===== src/logic/cdc_pkg.sv =====
/*
 * Shared constants and types of the charger detect control block:
 * register map, field positions, reset values, timing and codes.
 * Assumes a single 25 MHz clock domain.
 */
`default_nettype none

package cdc_pkg;

    localparam int CLK_HZ = 25_000_000;

    // Register addresses.
    localparam logic [7:0] ADDR_DEVICE = 8'h00;
    localparam logic [7:0] ADDR_INT1 = 8'h01;
    localparam logic [7:0] ADDR_INT2 = 8'h02;
    localparam logic [7:0] ADDR_STAT1 = 8'h03;
    localparam logic [7:0] ADDR_STAT2 = 8'h04;
    localparam logic [7:0] ADDR_MASK1 = 8'h05;
    localparam logic [7:0] ADDR_MASK2 = 8'h06;
    localparam logic [7:0] ADDR_POWER_SWITCH = 8'h07;
    localparam logic [7:0] ADDR_CHARGE_OPTIONS = 8'h08;
    localparam logic [7:0] ADDR_DETECT_SEQUENCE = 8'h09;

    // Reset values and writable bits.
    localparam logic [7:0] POWER_SWITCH_RST = 8'h0D;
    localparam logic [7:0] CHARGE_OPTIONS_RST = 8'h8E;
    localparam logic [7:0] DETECT_SEQUENCE_RST = 8'h8D;
    localparam logic [7:0] DETECT_SEQUENCE_WMASK = 8'hCF;
    localparam logic [7:0] MASK1_WMASK = 8'h87;
    localparam logic [7:0] MASK2_WMASK = 8'h01;
    localparam logic [7:0] DEVICE_ID_DEFAULT = 8'h5A;

    // power_switch_control fields.
    localparam int PS_EDGE = 7;
    localparam int PS_WIDTH = 6;
    localparam int PS_POL = 5;
    localparam int PS_IRQ_EN = 4;
    localparam int PS_ROUTE = 2;
    localparam int PS_PUMP = 1;
    localparam int PS_SLEEP = 0;
    // charge_output_options fields.
    localparam int CO_EXTRA = 7;
    localparam int CO_OVERRIDE = 6;
    localparam int CO_FORCE = 5;
    localparam int CO_DEB = 3;
    localparam int CO_COMPLIANT = 2;
    localparam int CO_AUTO = 1;
    localparam int CO_ID_EN = 0;
    // detect_sequence_control fields.
    localparam int DS_GATE = 6;
    localparam int DS_TO_EXIT = 3;
    localparam int DS_CONTACT = 2;
    localparam int DS_MANUAL = 1;
    localparam int DS_DET_ON = 0;
    // Interrupt bit positions.
    localparam int I1_TIMER = 7;
    localparam int I1_OVERVOLT = 2;
    localparam int I1_VBUS = 1;
    localparam int I1_KIND = 0;
    localparam int I2_ID = 0;

    // Times in their own units, then cycles.
    localparam int CONTACT_TIMEOUT_MS = 900;
    localparam int ATTACH_DEBOUNCE_MS = 30;
    localparam int ID_DEB0_US = 500;
    localparam int ID_DEB1_US = 10_000;
    localparam int ID_DEB2_US = 25_000;
    localparam int ID_DEB3_US = 38_600;
    localparam int IRQ_TICK_HZ = 60_000;
    localparam int CONTACT_TIMEOUT_CYC = CLK_HZ / 1000 * CONTACT_TIMEOUT_MS;
    localparam int ATTACH_DEBOUNCE_CYC = CLK_HZ / 1000 * ATTACH_DEBOUNCE_MS;
    localparam int ID_DEB0_CYC = CLK_HZ / 1_000_000 * ID_DEB0_US;
    localparam int ID_DEB1_CYC = CLK_HZ / 1_000_000 * ID_DEB1_US;
    localparam int ID_DEB2_CYC = CLK_HZ / 1_000_000 * ID_DEB2_US;
    localparam int ID_DEB3_CYC = CLK_HZ / 1_000_000 * ID_DEB3_US;
    localparam int IRQ_TICK_CYC = CLK_HZ / IRQ_TICK_HZ;
    localparam int IRQ_SHORT_TICKS = 2;
    localparam int IRQ_LONG_TICKS = 4;

    // Codes.
    localparam logic [3:0] KIND_NONE = 4'h0;
    localparam logic [3:0] KIND_STANDARD = 4'h1;
    localparam logic [3:0] KIND_CHARGING = 4'h2;
    localparam logic [3:0] KIND_DEDICATED = 4'h3;
    localparam logic [3:0] KIND_SPECIAL = 4'h7;
    localparam logic [3:0] KIND_EXTRA_VENDOR = 4'hC;
    localparam logic [4:0] ID_OPEN = 5'h1F;
    localparam logic [1:0] GATE_OPEN = 2'h0;
    localparam logic [1:0] GATE_CLOSED = 2'h1;
    localparam logic [1:0] GATE_LOGIC = 2'h2;

    typedef enum logic [1:0] {ROUTE_OPEN, ROUTE_UART, ROUTE_XCVR, ROUTE_FSM} cdc_route_e;
    typedef enum logic [1:0] {DET_IDLE, DET_CONTACT, DET_CLASSIFY} cdc_det_e;

    typedef struct packed {
        logic vbusDetect;
        logic overvolt;
        logic thermalTrip;
        logic contactSeen;
        logic classifyDone;
        logic [3:0] classifyCode;
        logic [4:0] idCode;
    } cdc_sense_s;

    typedef struct packed {
        cdc_route_e route;
        logic pumpOn;
        logic sleep;
        logic idConvOn;
        logic [1:0] idDebounceSel;
        logic gateClosed;
        logic dpSourceOn;
        logic classifyRun;
    } cdc_analog_s;

endpackage

`default_nettype wire


===== src/logic/cdc_charger_detect_control.sv =====
/*
 * Control, status and interrupt logic of the USB charger detector.
 * Assumes an external serial engine turns bus transfers into single-cycle
 * register read and write strobes, and that analog front-end results
 * arrive synchronous to mclk.
 */
`default_nettype none

module cdc_charger_detect_control #(
    parameter int CONTACT_TIMEOUT_CYCLES = cdc_pkg::CONTACT_TIMEOUT_CYC,
    parameter int ATTACH_DEBOUNCE_CYCLES = cdc_pkg::ATTACH_DEBOUNCE_CYC,
    parameter int ID_DEB0_CYCLES = cdc_pkg::ID_DEB0_CYC,
    parameter int ID_DEB1_CYCLES = cdc_pkg::ID_DEB1_CYC,
    parameter int ID_DEB2_CYCLES = cdc_pkg::ID_DEB2_CYC,
    parameter int ID_DEB3_CYCLES = cdc_pkg::ID_DEB3_CYC,
    parameter logic [4:0] UART_ID_CODE = 5'h0C,
    parameter logic [7:0] DEVICE_ID = cdc_pkg::DEVICE_ID_DEFAULT
) (
    input wire logic mclk,
    input wire logic resetn,
    input wire logic [7:0] regAddr,
    input wire logic regWrite,
    input wire logic regRead,
    input wire logic [7:0] regWData,
    output logic [7:0] regRData,
    input wire cdc_pkg::cdc_sense_s sense,
    output cdc_pkg::cdc_analog_s analog,
    output logic irqPinOut,
    output logic irqPinOe,
    output logic chargeCtlOut,
    output logic chargeCtlOe
);

    logic [7:0] powerSwitch;
    logic [7:0] chargeOptions;
    logic [7:0] detectSequence;
    logic [7:0] mask1;
    logic [7:0] mask2;
    logic [7:0] int1;
    logic [7:0] int2;
    cdc_pkg::cdc_det_e detState;
    logic [24:0] detTimer;
    logic timerExpired;
    logic [3:0] kindCode;
    logic [24:0] attachCount;
    logic vbusStable;
    logic vbusLive;
    logic [24:0] idCount;
    logic [4:0] idStable;
    logic idChange;
    logic autoDone;
    cdc_pkg::cdc_route_e autoRoute;
    logic [15:0] pulseCount;
    logic chargeActive;

    logic vbusGood;
    logic wrPower, wrOptions, wrSequence;
    logic detStart, detFinish, timeoutHit;
    logic attachEvent, overvoltRise;
    logic [7:0] int1Set;
    logic [7:0] int2Set;
    logic pending, faultFlag, pulseLoad, irqActive;
    logic [15:0] pulseLen;
    logic [3:0] next_kind;

    function automatic logic [24:0] idDebounceLimit(input logic [1:0] sel);
        unique case (sel)
            2'h0: idDebounceLimit = 25'(ID_DEB0_CYCLES);
            2'h1: idDebounceLimit = 25'(ID_DEB1_CYCLES);
            2'h2: idDebounceLimit = 25'(ID_DEB2_CYCLES);
            2'h3: idDebounceLimit = 25'(ID_DEB3_CYCLES);
        endcase
    endfunction

    // Codes above KIND_SPECIAL, except KIND_EXTRA_VENDOR, leave the charger disabled.
    function automatic logic chargeFromKind(input logic [3:0] code, input logic compliant);
        if (code == cdc_pkg::KIND_NONE) begin
            chargeFromKind = 1'b0;
        end else if (code == cdc_pkg::KIND_STANDARD) begin
            chargeFromKind = !compliant;
        end else if (code <= cdc_pkg::KIND_SPECIAL || code == cdc_pkg::KIND_EXTRA_VENDOR) begin
            chargeFromKind = 1'b1;
        end else begin
            chargeFromKind = 1'b0;
        end
    endfunction

    assign vbusGood = sense.vbusDetect && !sense.overvolt;
    assign wrPower = regWrite && regAddr == cdc_pkg::ADDR_POWER_SWITCH;
    assign wrOptions = regWrite && regAddr == cdc_pkg::ADDR_CHARGE_OPTIONS;
    assign wrSequence = regWrite && regAddr == cdc_pkg::ADDR_DETECT_SEQUENCE;

    // Control registers; reserved bits of the two mask registers are masked out on write.
    always_ff @(posedge mclk or negedge resetn) begin
        if (!resetn) begin
            powerSwitch <= cdc_pkg::POWER_SWITCH_RST;
            chargeOptions <= cdc_pkg::CHARGE_OPTIONS_RST;
            mask1 <= 8'h00;
            mask2 <= 8'h00;
        end else begin
            if (wrPower) begin
                powerSwitch <= regWData;
            end
            if (wrOptions) begin
                chargeOptions <= regWData;
            end
            if (regWrite && regAddr == cdc_pkg::ADDR_MASK1) begin
                mask1 <= regWData & cdc_pkg::MASK1_WMASK;
            end
            if (regWrite && regAddr == cdc_pkg::ADDR_MASK2) begin
                mask2 <= regWData & cdc_pkg::MASK2_WMASK;
            end
        end
    end

    // The manual bit is cleared by the finishing sequence unless a write sets it again.
    always_ff @(posedge mclk or negedge resetn) begin
        if (!resetn) begin
            detectSequence <= cdc_pkg::DETECT_SEQUENCE_RST;
        end else if (wrSequence) begin
            detectSequence <= regWData & cdc_pkg::DETECT_SEQUENCE_WMASK;
        end else if (detFinish) begin
            detectSequence[cdc_pkg::DS_MANUAL] <= 1'b0;
        end
    end

    // Attach debounce: the filtered VBUS level changes only after a stable hold.
    always_ff @(posedge mclk or negedge resetn) begin
        if (!resetn) begin
            attachCount <= 25'h0000000;
            vbusStable <= 1'b0;
        end else if (vbusGood == vbusStable) begin
            attachCount <= 25'h0000000;
        end else if (attachCount >= 25'(ATTACH_DEBOUNCE_CYCLES - 1)) begin
            attachCount <= 25'h0000000;
            vbusStable <= vbusGood;
        end else begin
            attachCount <= attachCount + 25'h0000001;
        end
    end

    assign attachEvent = (vbusGood != vbusStable) && attachCount >= 25'(ATTACH_DEBOUNCE_CYCLES - 1);

    // ID debounce with a selectable hold time.
    always_ff @(posedge mclk or negedge resetn) begin
        if (!resetn) begin
            idCount <= 25'h0000000;
            idStable <= cdc_pkg::ID_OPEN;
            idChange <= 1'b0;
        end else begin
            idChange <= 1'b0;
            if (sense.idCode == idStable) begin
                idCount <= 25'h0000000;
            end else if (idCount >= idDebounceLimit(chargeOptions[cdc_pkg::CO_DEB +: 2]) - 25'h0000001) begin
                idCount <= 25'h0000000;
                idStable <= sense.idCode;
                idChange <= 1'b1;
            end else begin
                idCount <= idCount + 25'h0000001;
            end
        end
    end

    // Automatic routing from the ID code.
    always_ff @(posedge mclk or negedge resetn) begin
        if (!resetn) begin
            autoRoute <= cdc_pkg::ROUTE_OPEN;
            autoDone <= 1'b0;
            vbusLive <= 1'b0;
        end else begin
            vbusLive <= vbusStable;
            if (!vbusStable) begin
                autoDone <= 1'b0;
            end else if (!autoDone || (idChange && chargeOptions[cdc_pkg::CO_AUTO])) begin
                autoDone <= 1'b1;
                autoRoute <= (idStable == UART_ID_CODE) ? cdc_pkg::ROUTE_UART : cdc_pkg::ROUTE_XCVR;
            end
        end
    end

    assign detStart = detState == cdc_pkg::DET_IDLE && detectSequence[cdc_pkg::DS_DET_ON]
        && ((vbusStable && !vbusLive) || detectSequence[cdc_pkg::DS_MANUAL]);
    assign timeoutHit = detState == cdc_pkg::DET_CONTACT && detTimer >= 25'(CONTACT_TIMEOUT_CYCLES - 1);
    assign detFinish = detState == cdc_pkg::DET_CLASSIFY && sense.classifyDone;

    always_comb begin
        next_kind = sense.classifyCode;
        if (sense.classifyCode == cdc_pkg::KIND_EXTRA_VENDOR && !chargeOptions[cdc_pkg::CO_EXTRA]) begin
            next_kind = cdc_pkg::KIND_NONE;
        end
    end

    // Detection sequence.
    always_ff @(posedge mclk or negedge resetn) begin
        if (!resetn) begin
            detState <= cdc_pkg::DET_IDLE;
            detTimer <= 25'h0000000;
            timerExpired <= 1'b0;
            kindCode <= cdc_pkg::KIND_NONE;
        end else begin
            unique case (detState)
                cdc_pkg::DET_IDLE: begin
                    detTimer <= 25'h0000000;
                    if (!vbusStable && vbusLive) begin
                        kindCode <= cdc_pkg::KIND_NONE;
                    end
                    if (detStart) begin
                        timerExpired <= 1'b0;
                        detState <= detectSequence[cdc_pkg::DS_CONTACT]
                            ? cdc_pkg::DET_CONTACT : cdc_pkg::DET_CLASSIFY;
                    end
                end
                cdc_pkg::DET_CONTACT: begin
                    if (!timeoutHit) begin
                        detTimer <= detTimer + 25'h0000001;
                    end
                    if (timeoutHit) begin
                        timerExpired <= 1'b1;
                    end
                    if (sense.contactSeen || (timeoutHit && detectSequence[cdc_pkg::DS_TO_EXIT])) begin
                        detState <= cdc_pkg::DET_CLASSIFY;
                    end
                end
                cdc_pkg::DET_CLASSIFY: begin
                    if (sense.classifyDone) begin
                        kindCode <= next_kind;
                        detState <= cdc_pkg::DET_IDLE;
                    end
                end
                default: begin
                    detState <= cdc_pkg::DET_IDLE;
                end
            endcase
        end
    end

    // Analog controls are registered so that they never glitch.
    always_ff @(posedge mclk or negedge resetn) begin
        if (!resetn) begin
            analog <= '0;
        end else begin
            if (detState != cdc_pkg::DET_IDLE) begin
                analog.route <= cdc_pkg::ROUTE_OPEN;
            end else if (powerSwitch[cdc_pkg::PS_ROUTE +: 2] == 2'h3) begin
                analog.route <= vbusStable ? autoRoute : cdc_pkg::ROUTE_OPEN;
            end else begin
                analog.route <= cdc_pkg::cdc_route_e'(powerSwitch[cdc_pkg::PS_ROUTE +: 2]);
            end
            analog.pumpOn <= powerSwitch[cdc_pkg::PS_PUMP];
            analog.sleep <= powerSwitch[cdc_pkg::PS_SLEEP] && !vbusGood
                && powerSwitch[cdc_pkg::PS_ROUTE +: 2] == 2'h0 && !powerSwitch[cdc_pkg::PS_PUMP]
                && sense.idCode == cdc_pkg::ID_OPEN;
            analog.idConvOn <= chargeOptions[cdc_pkg::CO_ID_EN] || vbusGood;
            analog.idDebounceSel <= chargeOptions[cdc_pkg::CO_DEB +: 2];
            unique case (detectSequence[cdc_pkg::DS_GATE +: 2])
                cdc_pkg::GATE_OPEN: analog.gateClosed <= 1'b0;
                cdc_pkg::GATE_CLOSED: analog.gateClosed <= sense.vbusDetect;
                cdc_pkg::GATE_LOGIC: analog.gateClosed <= vbusStable && vbusGood && !sense.thermalTrip;
                default: analog.gateClosed <= 1'b0;
            endcase
            analog.dpSourceOn <= detState == cdc_pkg::DET_IDLE && kindCode == cdc_pkg::KIND_DEDICATED;
            analog.classifyRun <= detState == cdc_pkg::DET_CLASSIFY && !sense.classifyDone;
        end
    end

    // Charge-control output; an active charger pulls the pin low.
    always_ff @(posedge mclk or negedge resetn) begin
        if (!resetn) begin
            chargeActive <= 1'b0;
        end else if (chargeOptions[cdc_pkg::CO_OVERRIDE]) begin
            chargeActive <= chargeOptions[cdc_pkg::CO_FORCE];
        end else begin
            chargeActive <= chargeFromKind(kindCode, chargeOptions[cdc_pkg::CO_COMPLIANT]);
        end
    end

    assign chargeCtlOut = 1'b0;
    assign chargeCtlOe = chargeActive;

    // Interrupt sources.
    always_ff @(posedge mclk or negedge resetn) begin
        if (!resetn) begin
            overvoltRise <= 1'b0;
        end else begin
            overvoltRise <= sense.overvolt;
        end
    end

    always_comb begin
        int1Set = 8'h00;
        int1Set[cdc_pkg::I1_TIMER] = timeoutHit && !timerExpired;
        int1Set[cdc_pkg::I1_OVERVOLT] = sense.overvolt && !overvoltRise;
        int1Set[cdc_pkg::I1_VBUS] = attachEvent;
        int1Set[cdc_pkg::I1_KIND] = detFinish;
        int2Set = 8'h00;
        int2Set[cdc_pkg::I2_ID] = idChange;
    end

    // Pending bits clear on read; a simultaneous new event keeps its bit set.
    always_ff @(posedge mclk or negedge resetn) begin
        if (!resetn) begin
            int1 <= 8'h00;
            int2 <= 8'h00;
        end else begin
            int1 <= ((regRead && regAddr == cdc_pkg::ADDR_INT1) ? 8'h00 : int1) | int1Set;
            int2 <= ((regRead && regAddr == cdc_pkg::ADDR_INT2) ? 8'h00 : int2) | int2Set;
        end
    end

    assign pending = |(int1 & mask1) || |(int2 & mask2) || sense.thermalTrip;
    assign faultFlag = sense.overvolt || sense.thermalTrip;
    assign pulseLoad = |(int1Set & mask1) || |(int2Set & mask2);
    assign pulseLen = 16'((powerSwitch[cdc_pkg::PS_WIDTH] ? cdc_pkg::IRQ_LONG_TICKS : cdc_pkg::IRQ_SHORT_TICKS)
        * cdc_pkg::IRQ_TICK_CYC);

    // Edge mode pulse timer; a new event adds one more pulse period.
    always_ff @(posedge mclk or negedge resetn) begin
        if (!resetn) begin
            pulseCount <= 16'h0000;
        end else if (pulseLoad) begin
            pulseCount <= pulseCount + pulseLen;
        end else if (pulseCount != 16'h0000) begin
            pulseCount <= pulseCount - 16'h0001;
        end
    end

    always_comb begin
        if (!powerSwitch[cdc_pkg::PS_IRQ_EN]) begin
            irqActive = faultFlag;
        end else if (powerSwitch[cdc_pkg::PS_EDGE]) begin
            irqActive = pulseCount != 16'h0000;
        end else begin
            irqActive = pending;
        end
    end

    // The pin is open drain: it pulls low when the wanted level is low.
    assign irqPinOut = 1'b0;
    assign irqPinOe = powerSwitch[cdc_pkg::PS_POL] ? !irqActive : irqActive;

    // Register read data, valid the cycle after the read strobe.
    always_ff @(posedge mclk or negedge resetn) begin
        if (!resetn) begin
            regRData <= 8'h00;
        end else if (regRead) begin
            unique case (regAddr)
                cdc_pkg::ADDR_DEVICE: regRData <= DEVICE_ID;
                cdc_pkg::ADDR_INT1: regRData <= int1;
                cdc_pkg::ADDR_INT2: regRData <= int2;
                cdc_pkg::ADDR_STAT1: regRData <= {timerExpired, detState != cdc_pkg::DET_IDLE,
                    sense.overvolt, vbusGood, kindCode};
                cdc_pkg::ADDR_STAT2: regRData <= {3'h0, idStable};
                cdc_pkg::ADDR_MASK1: regRData <= mask1;
                cdc_pkg::ADDR_MASK2: regRData <= mask2;
                cdc_pkg::ADDR_POWER_SWITCH: regRData <= powerSwitch;
                cdc_pkg::ADDR_CHARGE_OPTIONS: regRData <= chargeOptions;
                cdc_pkg::ADDR_DETECT_SEQUENCE: regRData <= detectSequence;
                default: regRData <= 8'h00;
            endcase
        end
    end

endmodule

`default_nettype wire


===== config.mk =====
export PLATFORM = sky130hd
export DESIGN_NAME = cdc_charger_detect_control
export DESIGN_NICKNAME = d
export VERILOG_FILES = /design/src/logic/cdc_pkg.sv /design/src/logic/cdc_charger_detect_control.sv
export SDC_FILE = /design/constraint.sdc
export NUM_CORES = 1
export LEC_CHECK = 0
export BUFFER_PORTS_ARGS = -buffer_cell sky130_fd_sc_hd__buf_2
export CAP_MARGIN = 0
export CORE_AREA = 5 5 194 140
export CTS_BUF_LIST = sky130_fd_sc_hd__clkbuf_4
export DETAILED_ROUTE_END_ITERATION = 12
export DIE_AREA = 0 0 199 145
export PLACE_DENSITY_LB_ADDON = 0.08
export SYNTH_ARGS = -nofsm -noshare
export SYNTH_HDL_FRONTEND = slang
export SYNTH_SLANG_ARGS = --single-unit

===== constraint.sdc =====
create_clock -name mclk -period 6.7 [get_ports mclk]
set_clock_uncertainty 0.1 [all_clocks]
set_input_delay 1.675 -clock mclk [delete_from_list [all_inputs] [get_ports mclk]]
set_output_delay 1.675 -clock mclk [all_outputs]
set_load 0.02 [all_outputs]

* Word level (Yosys, flattened, before mapping)
Cells that the tools add are included.
** Word-level totals
- Bits in registers :: 172
- Bits in latches :: 0
- Bits in writable memories :: 0
- Memory bits (read-only) :: 0
- Input port bits :: 34
- Logic and storage cells :: 200
- Memories :: 0
** Cells by class
- $add $sub $neg :: 6
- Multiply operators :: 1
- Divide/modulo/power cells :: 0
- Magnitude comparators :: 4
- Equality and inequality tests :: 33
- Shifts and indexed selects :: 0
- Muxes and demuxes :: 44
- Bitwise logic cells :: 8
- Reductions and logical operators :: 72
** Operators by type and width (count)
- 25-bit two-way mux :: 6
- 25-bit case mux with 4 select lines :: 1
- 8-bit case mux with 10 select lines :: 1
- 25-bit by 1-bit adder with 25-bit output (second input constant) :: 3
- 25-bit case mux with 2 select lines :: 1
- 8-bit by 3-bit == test with 1-bit output (second input constant) :: 4
- 16-bit two-way mux :: 2
- 8-bit OR reduction :: 4
- 1-bit logical AND :: 28
- 25-bit by 20-bit greater-or-equal comparator with 1-bit output (second input constant) :: 1
- 25-bit greater-or-equal comparator :: 1
- 25-bit greater-or-equal comparator (second input constant) :: 1
- 25-bit by 1-bit subtractor with 25-bit output (second input constant) :: 1
- 16-bit by 12-bit adder with 16-bit output :: 1
- 8-bit AND :: 2
- 8-bit by 2-bit == test with 1-bit output (second input constant) :: 2
- 8-bit by 4-bit == test with 1-bit output (second input constant) :: 2
- 2-bit two-way mux :: 8
- 8-bit two-way mux :: 2
- 16-bit nonzero test :: 1
- 16-bit by 1-bit subtractor with 16-bit output (second input constant) :: 1
- 1-bit two-way mux :: 15
- 1-bit zero test :: 13
- 4-bit two-way mux :: 3
- 31 further kinds :: 64

* Logic depth before layout (Yosys ltp)
- Word-level depth :: 8
- Depth in mapped cells :: 12

* Worst setup path before layout
Ideal clock, no wire load.
- Path kind :: input port to output port
- Start :: input port sense[11] in the netlist's numbering
- End :: output port irqPinOe
- Data arrival time :: 2.512 ns
- Required time :: 4.925 ns
- Setup slack :: 2.413 ns
- Stages :: 4
- Path buffers :: 0
- Cells stage by stage :: a2111oi_0 > a21oi_1 > a21oi_1 > xnor2_1
** On the way
- Word-level cells in the longest chain between the ends :: 5
- Elaborated cells on any way between the ends :: 6
** RTL lines
- start, declared :: RTL line cdc_charger_detect_control.sv:26 : input wire cdc_pkg::cdc_sense_s sense,
- 1-bit logical OR :: RTL line cdc_charger_detect_control.sv:310 : assign pending = |(int1 & mask1) || |(int2 & mask2) || sense.thermalTrip;
- 1-bit two-way mux :: RTL line cdc_charger_detect_control.sv:330 : end else if (powerSwitch[cdc_pkg::PS_EDGE]) begin
- 1-bit two-way mux (*) :: RTL line cdc_charger_detect_control.sv:328 : if (!powerSwitch[cdc_pkg::PS_IRQ_EN]) begin
- 1-bit zero test :: RTL line cdc_charger_detect_control.sv:339 : assign irqPinOe = powerSwitch[cdc_pkg::PS_POL] ? !irqActive : irqActive;
- 1-bit two-way mux (*) :: RTL line cdc_charger_detect_control.sv:339
- end, declared :: RTL line cdc_charger_detect_control.sv:29 : output logic irqPinOe,
Mark *: on every way between the ends. The rest lies on a longest branch, timed or not.

* Worst setup path after layout
- Start :: register pulseCount[0]
- End :: output port irqPinOe
** On the way
- Word-level cells in the longest chain between the ends :: 5
** RTL lines
- start, declared :: RTL line cdc_charger_detect_control.sv:53 : logic [15:0] pulseCount;
- start signal, assigned :: RTL line cdc_charger_detect_control.sv:321 : pulseCount <= pulseCount + pulseLen;
- start signal, assigned :: RTL line cdc_charger_detect_control.sv:323 : pulseCount <= pulseCount - 16'h0001;
- 16-bit nonzero test (*) :: RTL line cdc_charger_detect_control.sv:331 : irqActive = pulseCount != 16'h0000;
- 1-bit two-way mux (*) :: RTL line cdc_charger_detect_control.sv:330
- 1-bit two-way mux (*) :: RTL line cdc_charger_detect_control.sv:328
- 1-bit zero test :: RTL line cdc_charger_detect_control.sv:339
- 1-bit two-way mux (*) :: RTL line cdc_charger_detect_control.sv:339
Marks and branches as above.

==> flow_summary.yaml <==
clock_network:
  cts.sinks: 161
  cts_buffers: 17
  postCtsSetupBuffers: 0
  root_buffer: "clkbuf_4"
  cts.htree.levels: 4
  cts_resized: 0
  cts_buffer_depth: 2
  cts_tree: "yes"
  holdBufCountCts: 0
  worstSkewPairLatency_ps: 560
  path_clk_slew_ps: 150
logic_synthesis:
  netlist.area_leader.share_pct: 42.3
  synth_edf_count: 0
  synth_commonest_cells: "145 x dfrtp_1, 94 x nor2_1, 90 x nand2_1"
  synth-seq-cells: 161
  synthCells: 877
  ys_seq_area_share_pct: 47.2
  synth_area_per_cell_um2: 9.79
  synth_flop_cell: "dfrtp_1"
  ys_async_sr_fraction_pct: 100
  synth_cell_types: 70
  syn-cell-area_um2: 8580
  synth_top_cell_by_area: "dfrtp_1"
  synthTopCellsByArea: "dfrtp_1 42%, ha_1 5.1%, dfstp_2 4.9%"
  yosysWarnings: 0
  yosys.cell_count.top_type: "dfrtp_1"
timing:
  maxSlewHeadroom_pct: 33.9
  setup_viol: 0
  finalCritPeriodShare_pct: 77.1
  clock.fmax_mhz: 194
  worstMarginPinSlew_ps: 975
  finalHoldViolCount: 0
  drv_slew: 0
  rsz0062_at_grt: "no"
  hold_slack_ps: 361
  tns_ps: 0
  period_minus_slack_ps: 5170
detailed_routing:
  wirelength_mm: 21.7
  vias: 6399
  ant_nets: 0
  dr_wl_met2_mm: 8.14
  drcViolationCount: 0
  wl_per_cell_um: 16.9
  wl_met1_mm: 12.3
  drt_iter0_drc: 444
  first_pass_iters: 5
  wl_met3_um: 953
  top_layer: "met5"
  vias_per_cell: 5.00
run_status:
  status: "completed"
finish:
  drive_gt1_share_pct: 16.1
  areaGrowthSynthToFinish_pct: 11.9
  fin_nets: 1003
  fillCellCount: 2579
  multi_input_area_um2: 4280
  seqCellArea_um2: 4050
  final_core_util_pct: 38.2
placement:
  globalplace.congestion: 0.780
  dp_hpwl_mm: 15.7
  io_buffers: 53
floorplan:
  die_h_um: 145
  dieArea_um2: 28900
  pin_count: 56
  num_rows: 49
  start_util_pct: 34.2
  fp.dieW_um: 199
  coreArea_um2: 25100
power_and_ir_drop:
  vdd_drop_max_mv: 0.117
  p_per_area_nw_per_um2: 236
  p_leak_nw: 4.16
worst_hold_path:
  hp-class: "reg -> reg"
global_routing:
  grt_overflow: 0
  grt_max_degree: 61
  grt_pass1_wl_mm: 35.1
  grt_usage_pct: 15.4
  grt_antenna_before_repair: 4
  first_global_vias: 6139
worst_setup_path:
  start_kind: "flip-flop"
  cp.arrival_ps: 3390
  worstSetupEndpointType: "output port"
  path_class: "reg -> out"
  cp.required_ps: 4930
  crit_fanout: 7
flow_run:
  drv_cap: 0
==> critical path, stage by stage (launching register included) <==
cell and delay, ps:
dfrtp_1 430, inv_1 60, ha_1 150, nor3b_2 230
nand2_1 210, or4_1 520, nor4_1 550, a21oi_1 180
a21oi_1 200, xnor2_1 130, buf_2 180
==> placed cells by master, fill, tap and decap left out, types with 5 or more instances in the layout <==
| cell | Yosys | final |
|---|---|---|
| a21o_1 | 13 | 13 |
| a21oi_1 | 21 | 21 |
| a221oi_1 | 5 | 5 |
| a22o_1 | 6 | 6 |
| and2_1 | 6 | 6 |
| and3_1 | 18 | 18 |
| buf_2 | 4 | 52 |
| buf_4 | 2 | 5 |
| bufinv_16 | 0 | 7 |
| clkbuf_4 | 0 | 17 |
| conb_1 | 2 | 11 |
| dfrtp_1 | 145 | 145 |
| dfstp_2 | 16 | 16 |
| ha_1 | 35 | 35 |
| inv_1 | 41 | 41 |
| mux2_2 | 33 | 33 |
| mux2i_1 | 9 | 9 |
| nand2_1 | 90 | 90 |
| nand3_1 | 48 | 48 |
| nand4_1 | 19 | 19 |
| nor2_1 | 94 | 94 |
| nor2b_1 | 10 | 10 |
| nor3_1 | 21 | 21 |
| nor4_1 | 7 | 7 |
| o211ai_1 | 8 | 8 |
| o21ai_0 | 35 | 35 |
| o21ai_1 | 5 | 5 |
| o21bai_1 | 5 | 5 |
| o22ai_1 | 6 | 6 |
| o31ai_1 | 10 | 10 |
| or3_1 | 7 | 7 |
| or4_1 | 9 | 9 |
| xnor2_1 | 28 | 28 |
| xor2_1 | 28 | 28 |
==> through the flow <==
step	setup slack (ps)	cell area (µm²)	instances	power (mW)
final	1530	9610	1279	2.26
after global routing	1270	9610	1279	2.41
after CTS	1470	9600	1276	2.31
after detailed placement	2150	9210	1245	1.52
after global placement	2190	9210	1245	1.52
after floorplan	2410	8620	886	1.39
==> flip-flops by register name, indices dropped and copies added (netlist names) <==
signal,cells
chargeCtlOe,1
pulseCount,16
chargeOptions,8
idStable,5
int1,4
vbusStable,1
mask2,1
int2,1
detectSequence,6
timerExpired,1
idCount,25
vbusLive,1
attachCount,25
idChange,1
detTimer,25
autoDone,1
analog,10
detState,2
autoRoute,2
overvoltRise,1
powerSwitch,8
kindCode,4
regRData,8
mask1,4
==> report_power, final <==
| part | switching [mW] | internal (mW) |
|---|---|---|
| combinational | 0.201 | 0.149 |
| sequential | 0.0916 | 1.05 |
| clock | 0.363 | 0.407 |
==> area by class of cell <==
| type | count | share of cell area (%) |
|---|---|---|
| clock buffer | 17 | 1.33 |
| tap | 331 | 4.31 |
| inverter | 42 | 1.64 |
| antenna | 3 | 0.0782 |
| clock inverter | 14 | 2.72 |
| sequential | 161 | 42.2 |
| multi-input combinational | 653 | 44.5 |
| timing repair buffer | 58 | 3.22 |
==> routing by layer <==
layer  track usage (%)  vias up
li1                  -     3223
met1              25.6     3042
met2              19.5      114
met3              3.38       18
met4              4.00        2
met5                 0        -
==> logic make-up after synthesis <==
group | count (synthesis) | synth area share, %
adder cells (fa/ha/maj) | 36 | 5.33
AO/OA/AOI/OAI | 147 | 11.7
flip-flops | 161 | 47.2
XOR/XNOR | 56 | 5.71
multiplexers | 44 | 5.77
buffers and inverters | 72 | 3.38
AND/OR/NAND/NOR | 359 | 20.8
other | 2 | 0.0875
==> path summary, 6_finish.rpt <==
path	from	to	slack (ps)	depth (start not counted)
setup / recovery	pulseCount[0]	irqPinOe	1530	10
hold / removal	powerSwitch[1]	analog[7]	360	0
setup reg to reg	chargeOptions[3]	idCount[4]	2530	11
hold reg to reg	powerSwitch[1]	analog[7]	360	0
max in group asynchronous	resetn	idCount[4]	4280	2
min in group asynchronous	resetn	idCount[11]	940	1
Note: power is estimated with default switching activity, not from simulation.
